$ cat config.mk
export PLATFORM = sky130hd
export DESIGN_NAME = cat_loader_flat
export DESIGN_NICKNAME = d
export VERILOG_FILES = /design/src/rtl/cat_pkg.sv /design/src/rtl/cat_link_if.sv /design/src/rtl/cat_loader.sv /design/src/flat_wrapper.sv
export SDC_FILE = /design/constraint.sdc
export NUM_CORES = 1
export LEC_CHECK = 0
export BUFFER_PORTS_ARGS = -buffer_cell sky130_fd_sc_hd__buf_2
export CAP_MARGIN = 20
export CORE_ASPECT_RATIO = 0.5
export CORE_MARGIN = 2
export CORE_UTILIZATION = 55
export CTS_CLUSTER_DIAMETER = 40
export CTS_CLUSTER_SIZE = 24
export DETAILED_ROUTE_END_ITERATION = 6
export PLACE_DENSITY_LB_ADDON = 0.15
export SLEW_MARGIN = 40
export SYNTH_ARGS = -nofsm -noshare
export SYNTH_HDL_FRONTEND = slang
export SYNTH_SLANG_ARGS = --single-unit
$ cat constraint.sdc
create_clock -name clk_sys -period 4.7 [get_ports clk_sys]
set_input_delay 0.235 -clock clk_sys [delete_from_list [all_inputs] [get_ports clk_sys]]
set_output_delay 0.235 -clock clk_sys [all_outputs]
set_load 0.03 [all_outputs]
$ cat src/rtl/cat_pkg.sv
// shared constants and types for the channel activity table loader
package cat_pkg;
	localparam int CAT_DATA_W = 32;
	localparam int CAT_ADDR_W = 16;
	localparam int CAT_CHAR_W = 8;
	localparam int CAT_LINE_W = 6;
	localparam int CAT_BASIC_LINES = 4;
	localparam int CAT_MAX_LINES = 64;
	localparam int CAT_PRIO_ENTRIES = 128;
	localparam int CAT_GEN_ENTRIES = 256;
	localparam int CAT_PRIO_PTR_W = 7;
	localparam int CAT_GEN_PTR_W = 8;
	localparam int CAT_TYPE_BIT = 16;
	localparam int CAT_LINE_LSB = 8;
	localparam int CAT_CHAR_LSB = 0;
	localparam logic [CAT_ADDR_W-1:0] CAT_PRIO_BASE = 16'h0100;
	localparam logic [CAT_ADDR_W-1:0] CAT_GEN_BASE = 16'h0200;
	localparam logic [CAT_ADDR_W-1:0] CAT_LOCT_BASE = 16'h0300;
	localparam logic CAT_TYPE_INPUT = 1'h0;
	localparam logic CAT_TYPE_OUTPUT = 1'h1;
	localparam logic [CAT_CHAR_W-1:0] CAT_CHAR_ZERO = 8'h00;
	typedef enum logic [2:0] {
		CAT_SCAN = 3'b000,
		CAT_RD_REQ = 3'b001,
		CAT_RD_WAIT = 3'b010,
		CAT_HAND = 3'b011,
		CAT_WR_REQ = 3'b100,
		CAT_RELEASE = 3'b101
	} cat_state_t;
	function automatic logic cat_odd_parity(input logic [CAT_DATA_W-1:0] w);
		cat_odd_parity = ~(^w);
	endfunction
endpackage

$ cat src/rtl/cat_link_if.sv
// interface joining the loader to the line modules and core memory
`timescale 1ns/10ps
`default_nettype none
interface cat_link_if #(parameter int LINES = cat_pkg::CAT_BASIC_LINES);
	logic [LINES-1:0] in_ready;
	logic [LINES*cat_pkg::CAT_CHAR_W-1:0] in_char;
	logic [LINES-1:0] in_ack;
	logic [LINES-1:0] out_avail;
	logic [LINES-1:0] out_fast;
	logic [LINES-1:0] out_load;
	logic [cat_pkg::CAT_CHAR_W-1:0] out_char;
	logic mem_req;
	logic mem_we;
	logic [cat_pkg::CAT_ADDR_W-1:0] mem_addr;
	logic [cat_pkg::CAT_DATA_W-1:0] mem_wdata;
	logic mem_wpar;
	logic mem_gnt;
	logic mem_rvalid;
	logic [cat_pkg::CAT_DATA_W-1:0] mem_rdata;
	modport loader (
		input in_ready, in_char, out_avail, out_fast, mem_gnt, mem_rvalid, mem_rdata,
		output in_ack, out_load, out_char, mem_req, mem_we, mem_addr, mem_wdata, mem_wpar
	);
	modport lines (
		output in_ready, in_char, out_avail, out_fast, mem_gnt, mem_rvalid, mem_rdata,
		input in_ack, out_load, out_char, mem_req, mem_we, mem_addr, mem_wdata, mem_wpar
	);
endinterface
`default_nettype wire

$ cat src/rtl/cat_loader.sv
// channel activity table loader: scanner, table load pointers, memory stealing
`timescale 1ns/10ps
`default_nettype none
module cat_loader #(
	parameter int LINES = cat_pkg::CAT_BASIC_LINES,
	parameter int GROUP = cat_pkg::CAT_BASIC_LINES
) (
	input wire logic clk_sys,
	input wire logic reset_n,
	cat_link_if.loader link,
	input wire logic prio_unload_step,
	input wire logic gen_unload_step,
	output logic [cat_pkg::CAT_PRIO_PTR_W-1:0] priority_table_load_pointer,
	output logic [cat_pkg::CAT_GEN_PTR_W-1:0] general_table_load_pointer,
	output logic [cat_pkg::CAT_PRIO_PTR_W-1:0] priority_table_unload_pointer,
	output logic [cat_pkg::CAT_GEN_PTR_W-1:0] general_table_unload_pointer,
	output logic busy
);
	import cat_pkg::*;
	localparam int SW = (LINES > 1) ? $clog2(LINES) : 1;
	localparam int GW = (GROUP > 1) ? $clog2(GROUP) : 1;
	localparam int UW = (LINES / GROUP > 1) ? $clog2(LINES / GROUP) : 1;

	cat_state_t state_reg;
	logic [SW-1:0] scan_reg;
	logic is_out_reg;
	logic fast_reg;
	logic [CAT_CHAR_W-1:0] char_reg;
	logic [CAT_DATA_W-1:0] rdword_reg;
	logic [GW-1:0] mod_pos;
	logic [UW-1:0] unit_pos;
	logic [CAT_LINE_W-1:0] line_num;
	logic [CAT_DATA_W-1:0] entry;

	function automatic logic [CAT_ADDR_W-1:0] char_word_addr(input logic [CAT_LINE_W-1:0] ln);
		char_word_addr = CAT_LOCT_BASE + CAT_ADDR_W'(ln >> 2);
	endfunction

	// module scanner and line-unit scanner positions
	assign mod_pos = scan_reg[GW-1:0];
	assign unit_pos = (LINES > GROUP) ? UW'(scan_reg >> GW) : '0;
	assign line_num = CAT_LINE_W'({unit_pos, mod_pos});

	// type flag, line address, character; upper portion unused
	always_comb begin
		entry = '0;
		entry[CAT_TYPE_BIT] = is_out_reg ? CAT_TYPE_OUTPUT : CAT_TYPE_INPUT;
		entry[CAT_LINE_LSB +: CAT_CHAR_W] = CAT_CHAR_W'(line_num);
		entry[CAT_CHAR_LSB +: CAT_CHAR_W] = is_out_reg ? CAT_CHAR_ZERO : char_reg;
	end

	// scanner and service sequence
	always_ff @(posedge clk_sys or negedge reset_n) begin
		if (!reset_n) begin
			state_reg <= CAT_SCAN;
			scan_reg <= '0;
			is_out_reg <= 1'b0;
			fast_reg <= 1'b0;
			char_reg <= CAT_CHAR_ZERO;
		end else begin
			case (state_reg)
				CAT_SCAN: begin
					if (link.out_avail[scan_reg]) begin
						is_out_reg <= 1'b1;
						fast_reg <= link.out_fast[scan_reg];
						state_reg <= CAT_RD_REQ;
					end else if (link.in_ready[scan_reg]) begin
						is_out_reg <= 1'b0;
						fast_reg <= 1'b0;
						// taken raw; parity left for software
						char_reg <= link.in_char[scan_reg*CAT_CHAR_W +: CAT_CHAR_W];
						state_reg <= CAT_WR_REQ;
					end else begin
						scan_reg <= (scan_reg == SW'(LINES - 1)) ? '0 : scan_reg + 1'b1;
					end
				end
				CAT_RD_REQ: begin
					if (link.mem_gnt) begin
						state_reg <= CAT_RD_WAIT;
					end
				end
				CAT_RD_WAIT: begin
					if (link.mem_rvalid) begin
						state_reg <= CAT_HAND;
					end
				end
				CAT_HAND: begin
					state_reg <= CAT_WR_REQ;
				end
				CAT_WR_REQ: begin
					if (link.mem_gnt) begin
						state_reg <= CAT_RELEASE;
					end
				end
				CAT_RELEASE: begin
					scan_reg <= (scan_reg == SW'(LINES - 1)) ? '0 : scan_reg + 1'b1;
					state_reg <= CAT_SCAN;
				end
				default: begin
					state_reg <= CAT_SCAN;
				end
			endcase
		end
	end

	// latch the whole read word; the character is picked at hand-off by the two low address bits of the line
	always_ff @(posedge clk_sys or negedge reset_n) begin
		if (!reset_n) begin
			rdword_reg <= '0;
		end else if (state_reg == CAT_RD_WAIT && link.mem_rvalid) begin
			rdword_reg <= link.mem_rdata;
		end
	end

	// hand fetched character to waiting module, ack input modules
	always_ff @(posedge clk_sys or negedge reset_n) begin
		if (!reset_n) begin
			link.out_load <= '0;
			link.out_char <= CAT_CHAR_ZERO;
			link.in_ack <= '0;
		end else begin
			link.out_load <= '0;
			link.in_ack <= '0;
			if (state_reg == CAT_HAND) begin
				link.out_load[scan_reg] <= 1'b1;
				link.out_char <= rdword_reg[line_num[1:0]*CAT_CHAR_W +: CAT_CHAR_W];
			end
			if (state_reg == CAT_SCAN && !link.out_avail[scan_reg] && link.in_ready[scan_reg]) begin
				link.in_ack[scan_reg] <= 1'b1;
			end
		end
	end

	// memory request port
	always_ff @(posedge clk_sys or negedge reset_n) begin
		if (!reset_n) begin
			link.mem_req <= 1'b0;
			link.mem_we <= 1'b0;
			link.mem_addr <= '0;
			link.mem_wdata <= '0;
			link.mem_wpar <= 1'b0;
		end else if (link.mem_gnt) begin
			link.mem_req <= 1'b0;
		end else if (state_reg == CAT_SCAN && link.out_avail[scan_reg]) begin
			link.mem_req <= 1'b1;
			link.mem_we <= 1'b0;
			link.mem_addr <= char_word_addr(line_num);
		end else if ((state_reg == CAT_HAND) ||
			(state_reg == CAT_SCAN && link.in_ready[scan_reg])) begin
			link.mem_req <= 1'b1;
			link.mem_we <= 1'b1;
			link.mem_wdata <= (state_reg == CAT_HAND) ?
				{15'h0000, CAT_TYPE_OUTPUT, CAT_CHAR_W'(line_num), CAT_CHAR_ZERO} :
				{15'h0000, CAT_TYPE_INPUT, CAT_CHAR_W'(line_num),
				link.in_char[scan_reg*CAT_CHAR_W +: CAT_CHAR_W]};
			link.mem_wpar <= (state_reg == CAT_HAND) ? cat_odd_parity(entry) :
				cat_odd_parity({15'h0000, CAT_TYPE_INPUT, CAT_CHAR_W'(line_num),
				link.in_char[scan_reg*CAT_CHAR_W +: CAT_CHAR_W]});
			// fast output lines use the priority table
			if (state_reg == CAT_HAND && fast_reg) begin
				link.mem_addr <= CAT_PRIO_BASE + CAT_ADDR_W'(priority_table_load_pointer);
			end else begin
				link.mem_addr <= CAT_GEN_BASE + CAT_ADDR_W'(general_table_load_pointer);
			end
		end
	end

	// load pointers step after each entry write; wrap by width
	always_ff @(posedge clk_sys or negedge reset_n) begin
		if (!reset_n) begin
			priority_table_load_pointer <= '0;
			general_table_load_pointer <= '0;
		end else if (state_reg == CAT_WR_REQ && link.mem_gnt) begin
			if (is_out_reg && fast_reg) begin
				priority_table_load_pointer <= priority_table_load_pointer + 1'b1;
			end else begin
				general_table_load_pointer <= general_table_load_pointer + 1'b1;
			end
		end
	end

	// unload pointers stepped by instruction logic
	always_ff @(posedge clk_sys or negedge reset_n) begin
		if (!reset_n) begin
			priority_table_unload_pointer <= '0;
			general_table_unload_pointer <= '0;
			busy <= 1'b0;
		end else begin
			if (prio_unload_step) begin
				priority_table_unload_pointer <= priority_table_unload_pointer + 1'b1;
			end
			if (gen_unload_step) begin
				general_table_unload_pointer <= general_table_unload_pointer + 1'b1;
			end
			busy <= (state_reg != CAT_SCAN); // no interrupt output
		end
	end
endmodule
`default_nettype wire

$ cat src/flat_wrapper.sv
// flat-port wrapper written by rule: the top's interface ports become plain ports
module cat_loader_flat import cat_pkg::*;
#(
	parameter int LINES = cat_pkg::CAT_BASIC_LINES,
	parameter int GROUP = cat_pkg::CAT_BASIC_LINES
)
  (clk_sys, reset_n, prio_unload_step, gen_unload_step, priority_table_load_pointer, general_table_load_pointer, priority_table_unload_pointer, general_table_unload_pointer, busy, link_in_ready, link_in_char, link_out_avail, link_out_fast, link_mem_gnt, link_mem_rvalid, link_mem_rdata, link_in_ack, link_out_load, link_out_char, link_mem_req, link_mem_we, link_mem_addr, link_mem_wdata, link_mem_wpar);
  cat_link_if #(.LINES(LINES)) link_i ();
  input wire logic clk_sys;
  input wire logic reset_n;
  input wire logic prio_unload_step;
  input wire logic gen_unload_step;
  output logic [cat_pkg::CAT_PRIO_PTR_W-1:0] priority_table_load_pointer;
  output logic [cat_pkg::CAT_GEN_PTR_W-1:0] general_table_load_pointer;
  output logic [cat_pkg::CAT_PRIO_PTR_W-1:0] priority_table_unload_pointer;
  output logic [cat_pkg::CAT_GEN_PTR_W-1:0] general_table_unload_pointer;
  output logic busy;
  input wire logic [$bits(link_i.in_ready)-1:0] link_in_ready;
  input wire logic [$bits(link_i.in_char)-1:0] link_in_char;
  input wire logic [$bits(link_i.out_avail)-1:0] link_out_avail;
  input wire logic [$bits(link_i.out_fast)-1:0] link_out_fast;
  input wire logic [$bits(link_i.mem_gnt)-1:0] link_mem_gnt;
  input wire logic [$bits(link_i.mem_rvalid)-1:0] link_mem_rvalid;
  input wire logic [$bits(link_i.mem_rdata)-1:0] link_mem_rdata;
  output wire logic [$bits(link_i.in_ack)-1:0] link_in_ack;
  output wire logic [$bits(link_i.out_load)-1:0] link_out_load;
  output wire logic [$bits(link_i.out_char)-1:0] link_out_char;
  output wire logic [$bits(link_i.mem_req)-1:0] link_mem_req;
  output wire logic [$bits(link_i.mem_we)-1:0] link_mem_we;
  output wire logic [$bits(link_i.mem_addr)-1:0] link_mem_addr;
  output wire logic [$bits(link_i.mem_wdata)-1:0] link_mem_wdata;
  output wire logic [$bits(link_i.mem_wpar)-1:0] link_mem_wpar;
  assign link_i.in_ready = link_in_ready;
  assign link_i.in_char = link_in_char;
  assign link_i.out_avail = link_out_avail;
  assign link_i.out_fast = link_out_fast;
  assign link_i.mem_gnt = link_mem_gnt;
  assign link_i.mem_rvalid = link_mem_rvalid;
  assign link_i.mem_rdata = link_mem_rdata;
  assign link_in_ack = link_i.in_ack;
  assign link_out_load = link_i.out_load;
  assign link_out_char = link_i.out_char;
  assign link_mem_req = link_i.mem_req;
  assign link_mem_we = link_i.mem_we;
  assign link_mem_addr = link_i.mem_addr;
  assign link_mem_wdata = link_i.mem_wdata;
  assign link_mem_wpar = link_i.mem_wpar;
  cat_loader #(.LINES(LINES), .GROUP(GROUP)) u_core (.clk_sys(clk_sys), .reset_n(reset_n), .link(link_i), .prio_unload_step(prio_unload_step), .gen_unload_step(gen_unload_step), .priority_table_load_pointer(priority_table_load_pointer), .general_table_load_pointer(general_table_load_pointer), .priority_table_unload_pointer(priority_table_unload_pointer), .general_table_unload_pointer(general_table_unload_pointer), .busy(busy));
endmodule
==> results.py <==
metrics = {
    "floorplan": {
        "die_x_um": 145,
        "num_rows": 25,
        "dieArea_um2": 10800,
        "io_pins": 180,
        "start_util_pct": 57.4,
        "die_y_um": 74.7,
        "core_um2": 9570,
    },
    "synth": {
        "synth_edf_count": 0,
        "ys_ff_latch": 118,
        "synthTopCellsByCount": "dfrtp_1, nand2_1, mux2_2",
        "syn_area_per_cell_um2": 12.0,
        "synth_area_leader_cell": "dfrtp_1",
        "synth_cell_types": 41,
        "yosysWarnings": 0,
        "netlist_area_um2": 5490,
        "yosysSeqAreaShare_pct": 53.8,
        "synth_most_common_cell": "dfrtp_1",
        "async_reset_ff_share_pct": 100,
        "synthCells": 456,
        "yosys.area.top_type_share_pct": 53.8,
        "synthFlopType": "dfrtp_1",
        "synthTopCellsByArea": "dfrtp_1, mux2_2, mux4_2",
    },
    "drt": {
        "drtIter0Drc": 176,
        "wl_per_cell_um": 15.3,
        "totalWireLength_um": 11600,
        "dr.pass1.iters": 6,
        "via_count": 3900,
        "antenna_left": 0,
        "drc": 0,
        "vias_per_cell": 5.13,
    },
    "final_layout": {
        "register_area_um2": 2950,
        "finalInstanceArea_um2": 6940,
        "nFillCells": 727,
        "largest_register_ffs": 32,
        "utilization_pct": 72.5,
        "syn_to_final_growth_pct": 26.3,
        "multi_input_area_um2": 2330,
        "finalNonFillerCells": 760,
        "drive_gt1_share_pct": 40.8,
        "fin_nets": 703,
        "antenna_cells": 0,
    },
    "setup_path": {
        "critical_path_class": "reg2reg",
        "worstPathArrival_ns": 3.17,
        "cp_data_required_time_ns": 5.04,
        "worst_setup_path_start_kind": "register",
        "rr_worst_depth": 6,
        "end_kind": "register",
        "worst-path-max-fanout": 28,
        "reg2reg_setup_slack_ns": 1.87,
    },
    "clock_tree": {
        "cts-root-buf": "clkbuf_16",
        "clk_pin_slew_ns": 0.05,
        "cts.sinks": 118,
        "clk_latency_ns": 0.40,
        "cts_tree": "yes",
        "cts_buffers": 17,
        "h-tree-depth": 4,
        "cts_max_path_buffers": 2,
    },
    "power": {
        "powerDensity_nw_per_um2": 752,
        "power.share.clock_pct": 26.4,
        "p_int_mw": 3.26,
        "irDropWorstVdd_mv": 0.471,
        "p_seq_share_pct": 34.2,
        "p_switching_mw": 1.96,
        "pwr-share-comb_pct": 39.4,
        "p_leak_nw": 3.50,
        "netSwitchingFraction_pct": 37.5,
    },
    "timing": {
        "rsz0062_at_grt": "false",
        "slew_violations": 0,
        "finalWorstPathRequiredPeriod_ns": 2.83,
        "finClkSkew_ns": 0.00544,
        "fmax_mhz": 353,
        "finalHoldViolations": 0,
        "fin_crit_sh_pct": 60.2,
        "tightest_slew_ns": 0.779,
        "tns_ns": 0,
        "slew_headroom_pct": 48.0,
        "whs_ns": 0.0625,
        "finalSetupViolations": 0,
    },
    "global_route": {
        "busiest_layer": "met2",
        "antenna_found_initial": 1,
        "grt_pass1_wl_um": 19200,
        "grtUsageMet3_pct": 7.94,
        "grt.total_usage_pct": 23.0,
        "grt_max_degree": 72,
        "grt_overflow": 0,
        "first_global_vias": 3906,
        "use_met2_pct": 37.5,
        "met1_usage_pct": 30.1,
    },
    "status": {
        "status": "finished clean",
    },
    "flow_run": {
        "cap_viol_max_count": 0,
    },
    "placement": {
        "place_inst": 728,
        "place_congestion": 0.796,
        "placed_area_um2": 6290,
        "dp_hpwl_um": 8120,
        "portBuffers": 152,
    },
    "hold_path": {
        "hold_path_depth": 2,
        "hold_class": "in2reg",
    },
}
## final timing paths
path                                                                     from                                                 end
setup / recovery                                u_core.mod_pos[1]$_DFFE_PN0P_                    u_core.link.mem_wpar$_DFFE_PN0P_
hold / removal                                             link_mem_rdata[22]                   u_core.rdword_reg[22]$_DFFE_PN0P_
setup reg to reg                                u_core.mod_pos[1]$_DFFE_PN0P_                    u_core.link.mem_wpar$_DFFE_PN0P_
hold reg to reg            u_core.general_table_unload_pointer[7]$_DFFE_PN0P_  u_core.general_table_unload_pointer[7]$_DFFE_PN0P_
max in group asynchronous                                             reset_n                    u_core.rdword_reg[0]$_DFFE_PN0P_
min in group asynchronous                                             reset_n    u_core.general_table_load_pointer[3]$_DFFE_PN0P_
## logic make-up after synthesis
group	Yosys count	share of synthesized area, %
flops	118	53.8
other cells	1	0.0683
xor+xnor	41	6.54
fa+ha+maj	8	1.82
compound gates	38	4.49
simple gates	129	10.3
mux	64	17.1
buf+inv	57	5.90
## power by group through the flow
stage               Combinational (mW)  Sequential (mW)  Clock, mW
floorplan                         1.25             2.07          0
global placement                  2.01             1.77          0
detailed placement                2.06             1.79          0
CTS                               2.08             1.78       1.40
global route                      2.25             1.84       1.45
finish                            2.06             1.78       1.38
## cell usage in the layout, fill, tap and decap left out, types with 2 or more instances in the layout
cell type and instances:
clkbuf_1 4, clkbuf_16 17, xnor2_1 29, o21ai_0 17, clkinv_2 2, a21oi_1 4, nand4_1 9, or3_1 2
nor2_1 20, buf_2 151, xor2_1 12, a22oi_1 7, and3_1 4, a211o_1 2, nand2_1 80, inv_1 12
mux4_2 18, clkinvlp_4 2, ha_1 8, conb_1 27, buf_4 4, bufinv_16 5, nor3_1 2, mux2_2 45
nand3_1 4, dfrtp_1 117
## through the flow
| stage | power [mW] | setup WS, ns |
|---|---|---|
| floorplan | 3.32 | 2.35 |
| global placement | 3.78 | 1.66 |
| detailed placement | 3.85 | 1.88 |
| CTS | 5.26 | 1.86 |
| global route | 5.54 | 1.74 |
| finish | 5.22 | 1.87 |
## final cells by class
cell class              count  area share [%]
flip-flops and latches    118            42.6
multi-input cells         307            33.6
repair buffers            157            11.6
clock buffers              22            6.55
clock inverters             9            2.53
well taps                 135            2.44
inverters                  12           0.649
## worst max-delay path, stage by stage, from the launching register on
cell and delay [ns]:
dfrtp_2 0.71, mux4_2 0.43, and2_4 0.19, a211o_1 0.57
or4_4 0.60, o211ai_2 0.14, a211o_1 0.12
## routing by layer
layer	share of wire [%]	vias up	wire length, um
met4	1.1	2	130
met1	44	1936	5090
li1	-	1828	-
met2	48	121	5570
met3	7.1	13	826
met5	0.060	-	7
## what timing repair did
action,4_1_cts,5_1_grt
gates resized for setup,0,0
endpoints found under the hold margin,70,0
setup buffers,0,0
hold buffers,1,0
endpoints found under the setup margin,0,0
(Power assumes the default switching activity.)
